`config.mk`:
```
export PLATFORM = sky130hd
export DESIGN_NAME = csi_edit
export DESIGN_NICKNAME = d
export VERILOG_FILES = /design/src/csi_pkg.sv /design/src/csi_code_det.sv /design/src/csi_count88.sv /design/src/csi_edit.sv
export SDC_FILE = /design/constraint.sdc
export NUM_CORES = 1
export LEC_CHECK = 0
export ABC_CLOCK_PERIOD_IN_PS = 4850
export BUFFER_PORTS_ARGS = -buffer_cell sky130_fd_sc_hd__buf_2
export CAP_MARGIN = 10
export CORE_UTILIZATION = 45
export DETAILED_ROUTE_END_ITERATION = 16
export PLACE_DENSITY_LB_ADDON = 0.2
export SLEW_MARGIN = 10
export SYNTH_ARGS = -nofsm -noshare
export SYNTH_HDL_FRONTEND = slang
export SYNTH_SLANG_ARGS = --single-unit
```
`constraint.sdc`:
```
create_clock -name CORE_CLK -period 4.85 [get_ports CORE_CLK]
set_input_delay 0.7275 -clock CORE_CLK [delete_from_list [all_inputs] [get_ports CORE_CLK]]
set_output_delay 0.7275 -clock CORE_CLK [all_outputs]
set_load 0.005 [all_outputs]
```
`src/csi_pkg.sv`:
```
// Purpose: constants and types of the cursor step-up and insert edit block
// Assumes: all timing pulses are one CORE_CLK cycle wide
// Notes: Functional notes below
// Functional notes
// - step-up makes the cursor reappear in the exit register 14.872 ms later
// - step-up delay is one frame time less one 88-character line
// - step-up uses a twelve-line counter and an 88-character counter
// - 88 count starts at cursor; cursor written at end, erased at next start
// - idle step-up lets phase-two pulses hold the line counter at zero
// - step-up requested by key or host DC3 not directly after ESC
// - first cursor locate erases cursor, starts both counters at once
// - after 88 character times reinsert cursor; completion clears second flag
// - next cursor locate sets second flag again and restarts 88 count
// - cycle repeats until twelve-line decode idles the first flag
// - completion after the decode arrives later and its clear is ignored
// - next cursor edge runs thirteenth count; its completion ends step-up
// - insert-character puts all-ones Idle at cursor, shifts line right
// - cursor to line end delayed one character via extra 8-bit register
// - last line character held in extra register in retrace and dropped
// - insert key without shift: no line enable, 88 counter held clear
// - at cursor locate set insert flag, feed extra register, block loop
// - while inserting, extra register output feeds the delay line
// - line end pulse clears insert flag and restores normal loop path
// - insert key with shift performs insert-character 88 times
// - line enable latches on second phase pulse only at line-start slot
// - in insert-line, line end with vertical drive clears insert flag
// - insert-line ends after 88 frame pulses, counter cleared, idle
// - extra register rests at all ones: line zero count and Idle code
package csi_pkg;
   localparam int unsigned CLK_PERIOD_NS = 10;
   localparam int unsigned CHAR_TIME_NS = 13000;
   localparam int unsigned FRAME_TIME_US = 16016;
   localparam int unsigned LINE_TIME_US = 1144;
   localparam int unsigned STEP_UP_DELAY_US = FRAME_TIME_US - LINE_TIME_US;
   localparam int unsigned CHAR_TIME_CYC = CHAR_TIME_NS / CLK_PERIOD_NS;
   localparam logic [6:0] CHARS_PER_LINE = 7'h58;
   localparam logic [6:0] C88_LAST = 7'h57;
   localparam logic [3:0] LINES_TO_DECODE = 4'hC;
   localparam logic [7:0] IDLE_CODE = 8'hFF;
   localparam logic [7:0] CODE_DC3 = 8'h13;
   localparam logic [7:0] CODE_ESC = 8'h1B;
   localparam logic [7:0] ADDR_CTRL = 8'h00;
   localparam logic [7:0] ADDR_STATUS = 8'h04;
   localparam logic [7:0] ADDR_COUNT = 8'h08;
   localparam int unsigned CTRL_STEP_UP = 0;
   localparam int unsigned CTRL_INS_CHAR = 1;
   localparam int unsigned CTRL_INS_LINE = 2;
   typedef enum logic [2:0] {
      SU_IDLE = 3'b000,
      SU_ARM = 3'b001,
      SU_RUN = 3'b010,
      SU_REARM = 3'b011,
      SU_LAST_ARM = 3'b100,
      SU_LAST_RUN = 3'b101
   } csi_su_e;
   typedef struct packed {
      logic [20:0] zero;
      logic [2:0] su_state;
      logic twelve_done;
      logic su_first;
      logic su_second;
      logic ins_flag;
      logic ins_char_req;
      logic ins_line_req;
      logic line_en;
      logic c88_en;
   } csi_status_s;
endpackage
```
`src/csi_code_det.sv`:
```
// Purpose: spots a host step-up code that is not an escape sequence
// Assumes: CODE_VALID marks one received code per cycle
// Notes: escape memory spans exactly one code
`timescale 1ns/10ps
`default_nettype none
module csi_code_det (
   input wire logic clk,
   input wire logic rst_n,
   input wire logic code_valid,
   input wire logic [7:0] code,
   output logic step_up_code
);
   logic esc_q;
   always_ff @(posedge clk or negedge rst_n) begin
      if (!rst_n) begin
         esc_q <= 1'b0;
      end else if (code_valid) begin
         esc_q <= (code == csi_pkg::CODE_ESC);
      end
   end
   always_ff @(posedge clk or negedge rst_n) begin
      if (!rst_n) begin
         step_up_code <= 1'b0;
      end else begin
         step_up_code <= code_valid && code == csi_pkg::CODE_DC3 && !esc_q;
      end
   end
endmodule // csi_code_det
`default_nettype wire

```
`src/csi_count88.sv`:
```
// Purpose: 88-count counter with start, clear and one-cycle completion
// Assumes: tick is a one-cycle pulse
// Notes: done comes one cycle after the 88th tick
`timescale 1ns/10ps
`default_nettype none
module csi_count88 (
   input wire logic clk,
   input wire logic rst_n,
   input wire logic clear,
   input wire logic start,
   input wire logic tick,
   output logic en,
   output logic [6:0] count,
   output logic done
);
   always_ff @(posedge clk or negedge rst_n) begin
      if (!rst_n) begin
         en <= 1'b0;
         count <= 7'h00;
      end else if (clear) begin
         en <= 1'b0;
         count <= 7'h00;
      end else if (start) begin
         en <= 1'b1;
         count <= 7'h00;
      end else if (en && tick) begin
         if (count == csi_pkg::C88_LAST) begin
            en <= 1'b0;
            count <= 7'h00;
         end else begin
            count <= count + 7'h01;
         end
      end
   end
   always_ff @(posedge clk or negedge rst_n) begin
      if (!rst_n) begin
         done <= 1'b0;
      end else begin
         done <= !clear && !start && en && tick && count == csi_pkg::C88_LAST;
      end
   end
endmodule // csi_count88
`default_nettype wire

```
`src/csi_edit.sv`:
```
// Purpose: cursor step-up and insert-character/line edit logic, APB slave
// Assumes: all timing inputs synchronous, pulse inputs one cycle wide, CURSOR_LOCATED a level, loop bit per PHASE2
// Notes: step-up and insert exclude each other unless both are requested in the same cycle; requests while busy drop
//
// Register access over APB and the address map were decided locally.
`timescale 1ns/10ps
`default_nettype none
module csi_edit (
   input wire logic CORE_CLK,
   input wire logic RST_N,
   input wire logic PSEL,
   input wire logic PENABLE,
   input wire logic PWRITE,
   input wire logic [7:0] PADDR,
   input wire logic [31:0] PWDATA,
   output logic [31:0] PRDATA,
   output logic PREADY,
   output logic PSLVERR,
   input wire logic CHAR_TIME_PULSE,
   input wire logic SECOND_CHAR_PHASE_PULSE,
   input wire logic PHASE2_PULSE,
   input wire logic LINE_START_PULSE,
   input wire logic FRAME_START_PULSE,
   input wire logic LINE_END_PULSE,
   input wire logic VDRIVE,
   input wire logic LINE_FIRST_SLOT,
   input wire logic CURSOR_LOCATED,
   input wire logic STEP_UP_KEY,
   input wire logic INSERT_KEY,
   input wire logic SHIFT_KEY,
   input wire logic HOST_CODE_VALID,
   input wire logic [7:0] HOST_CODE,
   input wire logic CE_SER_DATA,
   output logic DL_SER_DATA,
   output logic LOOP_BYPASS,
   output logic CURSOR_ERASE,
   output logic CURSOR_WRITE,
   output logic COUNT88_CLEAR,
   output logic STEP_UP_BUSY,
   output logic INSERT_BUSY
);
   csi_pkg::csi_su_e su_q;
   csi_pkg::csi_su_e su_d;
   csi_pkg::csi_status_s status;
   logic cur_q;
   logic loc_rise;
   logic host_step_up;
   logic su_req;
   logic ic_req;
   logic il_req;
   logic twelve_done_q;
   logic su_first_q;
   logic [7:0] xreg_q;
   logic ins_flag_q;
   logic ins_char_q;
   logic ins_line_q;
   logic line_en_q;
   logic line_latch;
   logic su_arming;
   logic su_counting;
   logic line_tick;
   logic c88_start;
   logic c88_tick;
   logic c88_clear;
   logic c88_en;
   logic c88_done;
   logic [6:0] c88_count;
   logic sw_wr;
   logic [31:0] rd_d;
   logic err_d;

   // register decode shared by read and write paths
   function automatic logic addr_ok(input logic [7:0] a);
      addr_ok = (a == csi_pkg::ADDR_CTRL) || (a == csi_pkg::ADDR_STATUS) ||
                (a == csi_pkg::ADDR_COUNT);
   endfunction

   csi_code_det u_code_det (
      .clk(CORE_CLK),
      .rst_n(RST_N),
      .code_valid(HOST_CODE_VALID),
      .code(HOST_CODE),
      .step_up_code(host_step_up)
   );

   csi_count88 u_count88 (
      .clk(CORE_CLK),
      .rst_n(RST_N),
      .clear(c88_clear),
      .start(c88_start),
      .tick(c88_tick),
      .en(c88_en),
      .count(c88_count),
      .done(c88_done)
   );

   // apb: zero wait, answer prepared during setup phase
   assign PREADY = 1'b1;
   assign sw_wr = PSEL && PENABLE && PWRITE &&
                  PADDR == csi_pkg::ADDR_CTRL;

   always_comb begin
      status = '0;
      status.su_state = su_q;
      status.twelve_done = twelve_done_q;
      status.su_first = su_first_q;
      status.su_second = (su_q == csi_pkg::SU_RUN) ||
                         (su_q == csi_pkg::SU_LAST_ARM);
      status.ins_flag = ins_flag_q;
      status.ins_char_req = ins_char_q;
      status.ins_line_req = ins_line_q;
      status.line_en = line_en_q;
      status.c88_en = c88_en;
   end

   always_comb begin
      rd_d = 32'h00000000;
      err_d = !addr_ok(PADDR);
      case (PADDR)
         csi_pkg::ADDR_STATUS: begin
            rd_d = status;
         end
         csi_pkg::ADDR_COUNT: begin
            rd_d = {17'h00000, c88_count, ~xreg_q};
         end
         default: begin
            rd_d = 32'h00000000;
         end
      endcase
   end

   always_ff @(posedge CORE_CLK or negedge RST_N) begin
      if (!RST_N) begin
         PRDATA <= 32'h00000000;
         PSLVERR <= 1'b0;
      end else if (PSEL && !PENABLE) begin
         PRDATA <= PWRITE ? 32'h00000000 : rd_d;
         PSLVERR <= err_d;
      end
   end

   // request sources: keys, host code, software strobes
   assign su_req = STEP_UP_KEY || host_step_up ||
                   (sw_wr && PWDATA[csi_pkg::CTRL_STEP_UP]);
   assign ic_req = (INSERT_KEY && !SHIFT_KEY) ||
                   (sw_wr && PWDATA[csi_pkg::CTRL_INS_CHAR]);
   assign il_req = (INSERT_KEY && SHIFT_KEY) ||
                   (sw_wr && PWDATA[csi_pkg::CTRL_INS_LINE]);

   always_ff @(posedge CORE_CLK or negedge RST_N) begin
      if (!RST_N) begin
         cur_q <= 1'b0;
      end else begin
         cur_q <= CURSOR_LOCATED;
      end
   end
   assign loc_rise = CURSOR_LOCATED && !cur_q;

   // step-up sequencer
   always_comb begin
      su_d = su_q;
      case (su_q)
         csi_pkg::SU_IDLE: begin
            if (su_req && !INSERT_BUSY) begin
               su_d = csi_pkg::SU_ARM;
            end
         end
         csi_pkg::SU_ARM: begin
            if (loc_rise) begin
               su_d = csi_pkg::SU_RUN;
            end
         end
         csi_pkg::SU_RUN: begin
            if (c88_done) begin
               su_d = twelve_done_q ? csi_pkg::SU_LAST_ARM
                                    : csi_pkg::SU_REARM;
            end
         end
         csi_pkg::SU_REARM: begin
            if (loc_rise) begin
               su_d = twelve_done_q ? csi_pkg::SU_LAST_RUN
                                    : csi_pkg::SU_RUN;
            end
         end
         csi_pkg::SU_LAST_ARM: begin
            if (loc_rise) begin
               su_d = csi_pkg::SU_LAST_RUN;
            end
         end
         csi_pkg::SU_LAST_RUN: begin
            if (c88_done) begin
               su_d = csi_pkg::SU_IDLE;
            end
         end
         default: begin
            su_d = csi_pkg::SU_IDLE;
         end
      endcase
   end

   always_ff @(posedge CORE_CLK or negedge RST_N) begin
      if (!RST_N) begin
         su_q <= csi_pkg::SU_IDLE;
      end else begin
         su_q <= su_d;
      end
   end

   assign su_arming = (su_q == csi_pkg::SU_ARM) ||
                      (su_q == csi_pkg::SU_REARM) ||
                      (su_q == csi_pkg::SU_LAST_ARM);
   assign su_counting = (su_q == csi_pkg::SU_RUN) ||
                        (su_q == csi_pkg::SU_REARM);
   assign STEP_UP_BUSY = (su_q != csi_pkg::SU_IDLE);

   // first step-up flag: set by request, idled by twelve-line decode
   always_ff @(posedge CORE_CLK or negedge RST_N) begin
      if (!RST_N) begin
         su_first_q <= 1'b0;
      end else if (su_q == csi_pkg::SU_IDLE) begin
         su_first_q <= su_req && !INSERT_BUSY;
      end else if (twelve_done_q) begin
         su_first_q <= 1'b0;
      end
   end

   localparam logic [3:0] LINES_LAST = csi_pkg::LINES_TO_DECODE - 4'h1;

   // twelve-line decode latch
   always_ff @(posedge CORE_CLK or negedge RST_N) begin
      if (!RST_N) begin
         twelve_done_q <= 1'b0;
      end else if (su_q == csi_pkg::SU_IDLE) begin
         twelve_done_q <= 1'b0;
      end else if (su_counting && LINE_START_PULSE &&
                   ~xreg_q == {4'h0, LINES_LAST}) begin
         twelve_done_q <= 1'b1;
      end
   end

   // extra register: insert data path, else twelve-line counter
   // count is kept inverted so that the rest value is the idle code
   always_ff @(posedge CORE_CLK or negedge RST_N) begin
      if (!RST_N) begin
         xreg_q <= csi_pkg::IDLE_CODE;
      end else if (ins_flag_q) begin
         if (PHASE2_PULSE) begin
            xreg_q <= {CE_SER_DATA, xreg_q[7:1]};
         end
      end else if (su_counting && !twelve_done_q) begin
         if (LINE_START_PULSE) begin
            xreg_q <= xreg_q - 8'h01;
         end
      end else if (su_q == csi_pkg::SU_IDLE || su_q == csi_pkg::SU_ARM) begin
         if (PHASE2_PULSE) begin
            xreg_q <= csi_pkg::IDLE_CODE;
         end
      end
   end

   // insert requests
   assign INSERT_BUSY = ins_char_q || ins_line_q;
   assign line_latch = ins_line_q && !line_en_q && SECOND_CHAR_PHASE_PULSE &&
                       CURSOR_LOCATED && LINE_FIRST_SLOT;

   always_ff @(posedge CORE_CLK or negedge RST_N) begin
      if (!RST_N) begin
         ins_char_q <= 1'b0;
      end else if (ins_char_q && ins_flag_q && LINE_END_PULSE) begin
         ins_char_q <= 1'b0;
      end else if (ic_req && !INSERT_BUSY && !STEP_UP_BUSY) begin
         ins_char_q <= 1'b1;
      end
   end

   always_ff @(posedge CORE_CLK or negedge RST_N) begin
      if (!RST_N) begin
         ins_line_q <= 1'b0;
      end else if (ins_line_q && line_en_q && c88_done) begin
         ins_line_q <= 1'b0;
      end else if (il_req && !INSERT_BUSY && !STEP_UP_BUSY) begin
         ins_line_q <= 1'b1;
      end
   end

   always_ff @(posedge CORE_CLK or negedge RST_N) begin
      if (!RST_N) begin
         line_en_q <= 1'b0;
      end else if (!ins_line_q || c88_done) begin
         line_en_q <= 1'b0;
      end else if (line_latch) begin
         line_en_q <= 1'b1;
      end
   end

   // insert flag: splices the extra register into the loop
   assign line_tick = LINE_END_PULSE && (ins_line_q ? VDRIVE : 1'b1);
   always_ff @(posedge CORE_CLK or negedge RST_N) begin
      if (!RST_N) begin
         ins_flag_q <= 1'b0;
      end else if (ins_flag_q) begin
         if (line_tick) begin
            ins_flag_q <= 1'b0;
         end
      // first insert-line frame: enable latches later in the same slot
      end else if (loc_rise && (ins_char_q || line_en_q || line_latch ||
                   (ins_line_q && LINE_FIRST_SLOT))) begin
         ins_flag_q <= 1'b1;
      end
   end
   assign LOOP_BYPASS = ins_flag_q;

   // delay-line input bit
   always_ff @(posedge CORE_CLK or negedge RST_N) begin
      if (!RST_N) begin
         DL_SER_DATA <= 1'b1;
      end else if (PHASE2_PULSE) begin
         DL_SER_DATA <= ins_flag_q ? xreg_q[0] : CE_SER_DATA;
      end
   end

   // 88-count control
   assign c88_start = (su_arming && loc_rise) || line_latch;
   assign c88_tick = line_en_q ? FRAME_START_PULSE : CHAR_TIME_PULSE;
   assign c88_clear = !(STEP_UP_BUSY || line_en_q || line_latch);
   assign COUNT88_CLEAR = c88_clear;

   // cursor erase at each located edge while step-up arms, rewrite at each step-up completion
   always_ff @(posedge CORE_CLK or negedge RST_N) begin
      if (!RST_N) begin
         CURSOR_ERASE <= 1'b0;
         CURSOR_WRITE <= 1'b0;
      end else begin
         CURSOR_ERASE <= su_arming && loc_rise;
         CURSOR_WRITE <= c88_done && (su_q == csi_pkg::SU_RUN ||
                         su_q == csi_pkg::SU_LAST_RUN);
      end
   end

endmodule // csi_edit
`default_nettype wire

```
==> impl_summary.md <==
Floorplan
The die width is 80.1 um. The initialized floorplan defines 28 standard-cell rows. The area inside the core boundary is 5920 um2. The floorplan die area is approximately 6400 um2. between 100 and 150 I/O pins were placed. The effective utilization at floorplan is 0.464.

The vertical die dimension is 80.1 um.

Placed design
Prior to clock tree synthesis, the placed netlist has a worst setup slack of about 2.3 ns. The number of input and output port buffers inserted is 60. The congestion estimate from routability-driven global placement came to approximately 0.78. After legalization and detailed placement, the total HPWL measured between 4000 and 5000 um.

Timing
The count of final max-slew check failures is 0. The slew at the pin closest to its max-slew limit is 1.12 ns. The headroom to the max-slew limit is 0.249.

The achievable clock frequency is roughly 400 MHz. The fraction of the cycle the final worst path needs is 0.522. The shortest clock period the worst path allows after layout is ~2.5 ns.

Setup violations remaining at the end of the flow were counted as 0. On the final layout, the worst hold slack is approximately 0.44 ns. Setup repair after global routing left no endpoint under its margin. Setup slack on the critical path of the routed design comes to around 2.3 ns. Between clock sinks in the finished design, the worst skew comes to about 0.0092 ns. The summed negative setup slack over all endpoints is 0 ns.

The count of final hold-check violations was 0.

Job
The count of max-cap constraint violations is 0.

Synth
The number of distinct library cells after synthesis is between 50 and 60. The number of enable-type register cells in the synthesized netlist is 0. The number of synthesis warnings is 0. The average instance in the mapped netlist occupies between 9 and 10 um2. Synthesis produced just under 300 cells. The primary flip-flop cell chosen by synthesis mapping is sky130_fd_sc_hd__dfrtp_1. The fraction of the yosys area taken by sequential cells is 0.441.

After synthesis, the share of flip-flops with an asynchronous set or reset is 1.00. The post-synthesis instance area is approximately 2700 um2. The number of storage elements in the synthesis netlist is 48.

Routing
The DRC marker count from the first detailed-route iteration is around 160. Before antenna repair, the detailed router went through 4 iterations. The number of nets still failing antenna checks after routing is 0.

The ratio of routed vias to standard cells is 5.50. The DRC violations left is 0. For this block, the via count after detailed routing is 2,303. Dividing the detail-routed wire length by the instance count gives about 14 um. The post-detailed-routing wire length is approximately 6000 um.

Finish
The most common library cell in the layout ignoring fill and taps is sky130_fd_sc_hd__buf_2. The number of nets in the final layout is a little over 400. The area occupied by multi-input gates is ~1300 um2. The library cells used most frequently in the layout, excluding fill and tap cells, are sky130_fd_sc_hd__buf_2 (60), sky130_fd_sc_hd__dfrtp_1 (39), sky130_fd_sc_hd__nand2_1 (33).

Registers take 1210 um2. The count of inserted antenna diode cells is 0. The fraction of final layout cells sized beyond drive strength 1 is 0.265.

The fill cell instance count of the final layout is 556. The synthesis-to-layout area growth is 13.0%.

Power and ir drop
The completed layout was analyzed and its total power is about 0.00088 W. The share of power burned in the clock network is 0.290. The proportion of power drawn by combinational gates is 0.147. The internal power component is between 0.0006 and 0.0007 W. In this run the power density over the cells is approximately 280 nW/um2. The net load switching power is approximately 0.00026 W. The worst-case IR drop observed on VDD is between 0.1 and 0.15 mV. The analysis attributes to cell leakage a power of about 1.4 nW. Of the total power, the share spent switching nets is 0.297. Of the total power, registers draw 0.563.

Global route
Entering global routing, the biggest net connects 49 pins. For this run the aggregate overflow at the end of global routing stands at 0. The combined global-route utilization of all metal layers is 0.208. The first global-routing pass estimated 10,300 um of wire.

The number of antenna violations at the first check in global routing is 0. The via count of the first global-routing pass came to about 2,100.

CTS
Clock tree synthesis inserted a total of 5 buffers. Clock-pin slew was measured on the worst setup and hold paths at around 0.09 ns. The number of hold buffers added after CTS was 0. After clock tree synthesis, the repair step resized 0 gates.

The clock network latency to the later pin of the worst-skew pair is roughly 0.30 ns. The TritonCTS clock tree is built. The tree is rooted in a sky130_fd_sc_hd__clkbuf_8. The count of clock tree sinks is between 40 and 50. In this run the number of H-tree levels came out at 2.

After clock tree synthesis, the setup repair step added 0 buffers. No sink is reached through more buffers than the 2 on the longest clock path.

Hold path
The worst min-delay path class is flop to flop.

Setup path
The signal arrival time at the worst endpoint is between 2 and 3 ns. The category of the critical setup timing path is flop to flop. The data required time of the worst path is a little over 5 ns.

The worst setup path is launched from a flop. The worst setup path is captured at a flop. Of all nets on the critical path, the largest fanout is 17.

Run status
The flow ran to the end, and the final reports show no timing, DRC or antenna violations.
## synthesized netlist by cell type, drive strengths merged, types with 4 or more instances
cell type  instances  share of area
nor4               5          0.017
clkbuf            12          0.016
a22oi             13          0.036
or4                4          0.012
nor3               6          0.011
dfrtp             39           0.36
nand2             33          0.045
nor2b              5          0.011
a22o               4          0.013
inv               14          0.019
buf               22          0.056
nor2              13          0.018
mux2i              4          0.015
a21oi             17          0.032
nand4              4         0.0091
dfstp              9          0.086
o22a               6          0.019
nand2b            10          0.023
o21ai             12          0.022
## flip-flops by register name, summed over array words and instances, names as in the netlist, 3 cells and up
signal and count:
xreg_q 8, u_count88.count 7, su_q 3, PRDATA 15
## cells by family (layout without fill, tap and decap cells)
| family | after synthesis | count (layout) | share of synthesized area |
|---|---|---|---|
| compound gates | 78 | 78 | 0.202 |
| xor+xnor | 2 | 2 | 0.00638 |
| fa+ha+maj | 3 | 3 | 0.0137 |
| buf+inv | 48 | 83 | 0.0920 |
| flops | 48 | 48 | 0.441 |
| mux | 6 | 6 | 0.0228 |
| other cells | 2 | 18 | 0.00273 |
| simple gates | 106 | 106 | 0.219 |
## metrics by stage
step                      cells  utilization  instance area, um2
after floorplan             309            -                2810
after global placement      411        0.508                3010
after detailed placement    411        0.508                3010
after CTS                   419        0.524                3100
after global routing        419        0.524                3100
final                       419        0.524                3100
## layout make-up
| cell class | count | area share |
|---|---|---|
| sequential | 48 | 0.391 |
| timing repair buffer | 61 | 0.0992 |
| inverter | 14 | 0.0169 |
| tap | 75 | 0.0302 |
| multi-input combinational | 213 | 0.432 |
| clock inverter | 2 | 0.00443 |
| clock buffer | 6 | 0.0266 |
## power by group through the flow
| stage | Sequential, W | Clock [W] | Combinational [W] |
|---|---|---|---|
| CTS | 0.000493 | 0.000266 | 0.000130 |
| detailed placement | 0.000501 | 0 | 0.000130 |
| global placement | 0.000501 | 0 | 0.000127 |
| floorplan | 0.000481 | 0 | 0.000105 |
| finish | 0.000495 | 0.000255 | 0.000129 |
| global route | 0.000501 | 0.000282 | 0.000150 |
## metal layers
metal	vias up	share of wire	GRT usage
li1	1125	-	-
met3	6	0.039	0.0386
met2	58	0.46	0.322
met5	-	0	0
met4	0	0.011	0.0536
met1	1114	0.49	0.298
## path summary, 6_finish.rpt
| check | startpoint | to | cells past startpoint | slack, ns |
|---|---|---|---|---|
| max | LOOP_BYPASS | xreg_q[0] | 4 | 2.32 |
| min | u_code_det.esc_q | u_code_det.step_up_code | 1 | 0.44 |
| max reg2reg | LOOP_BYPASS | xreg_q[0] | 4 | 2.32 |
| min reg2reg | u_code_det.esc_q | u_code_det.step_up_code | 1 | 0.44 |
| max in group asynchronous | RST_N | twelve_done_q | 1 | 3.58 |
| min in group asynchronous | RST_N | PRDATA[6] | 1 | 0.61 |
## critical path, stage by stage (launching register included)
cell and delay [ns]:
sky130_fd_sc_hd__dfrtp_1 0.62, sky130_fd_sc_hd__nor4b_2 1.01, sky130_fd_sc_hd__a221oi_2 0.40, sky130_fd_sc_hd__a221oi_1 0.32, sky130_fd_sc_hd__a21o_1 0.12
Power figures use the tool's default switching activity.
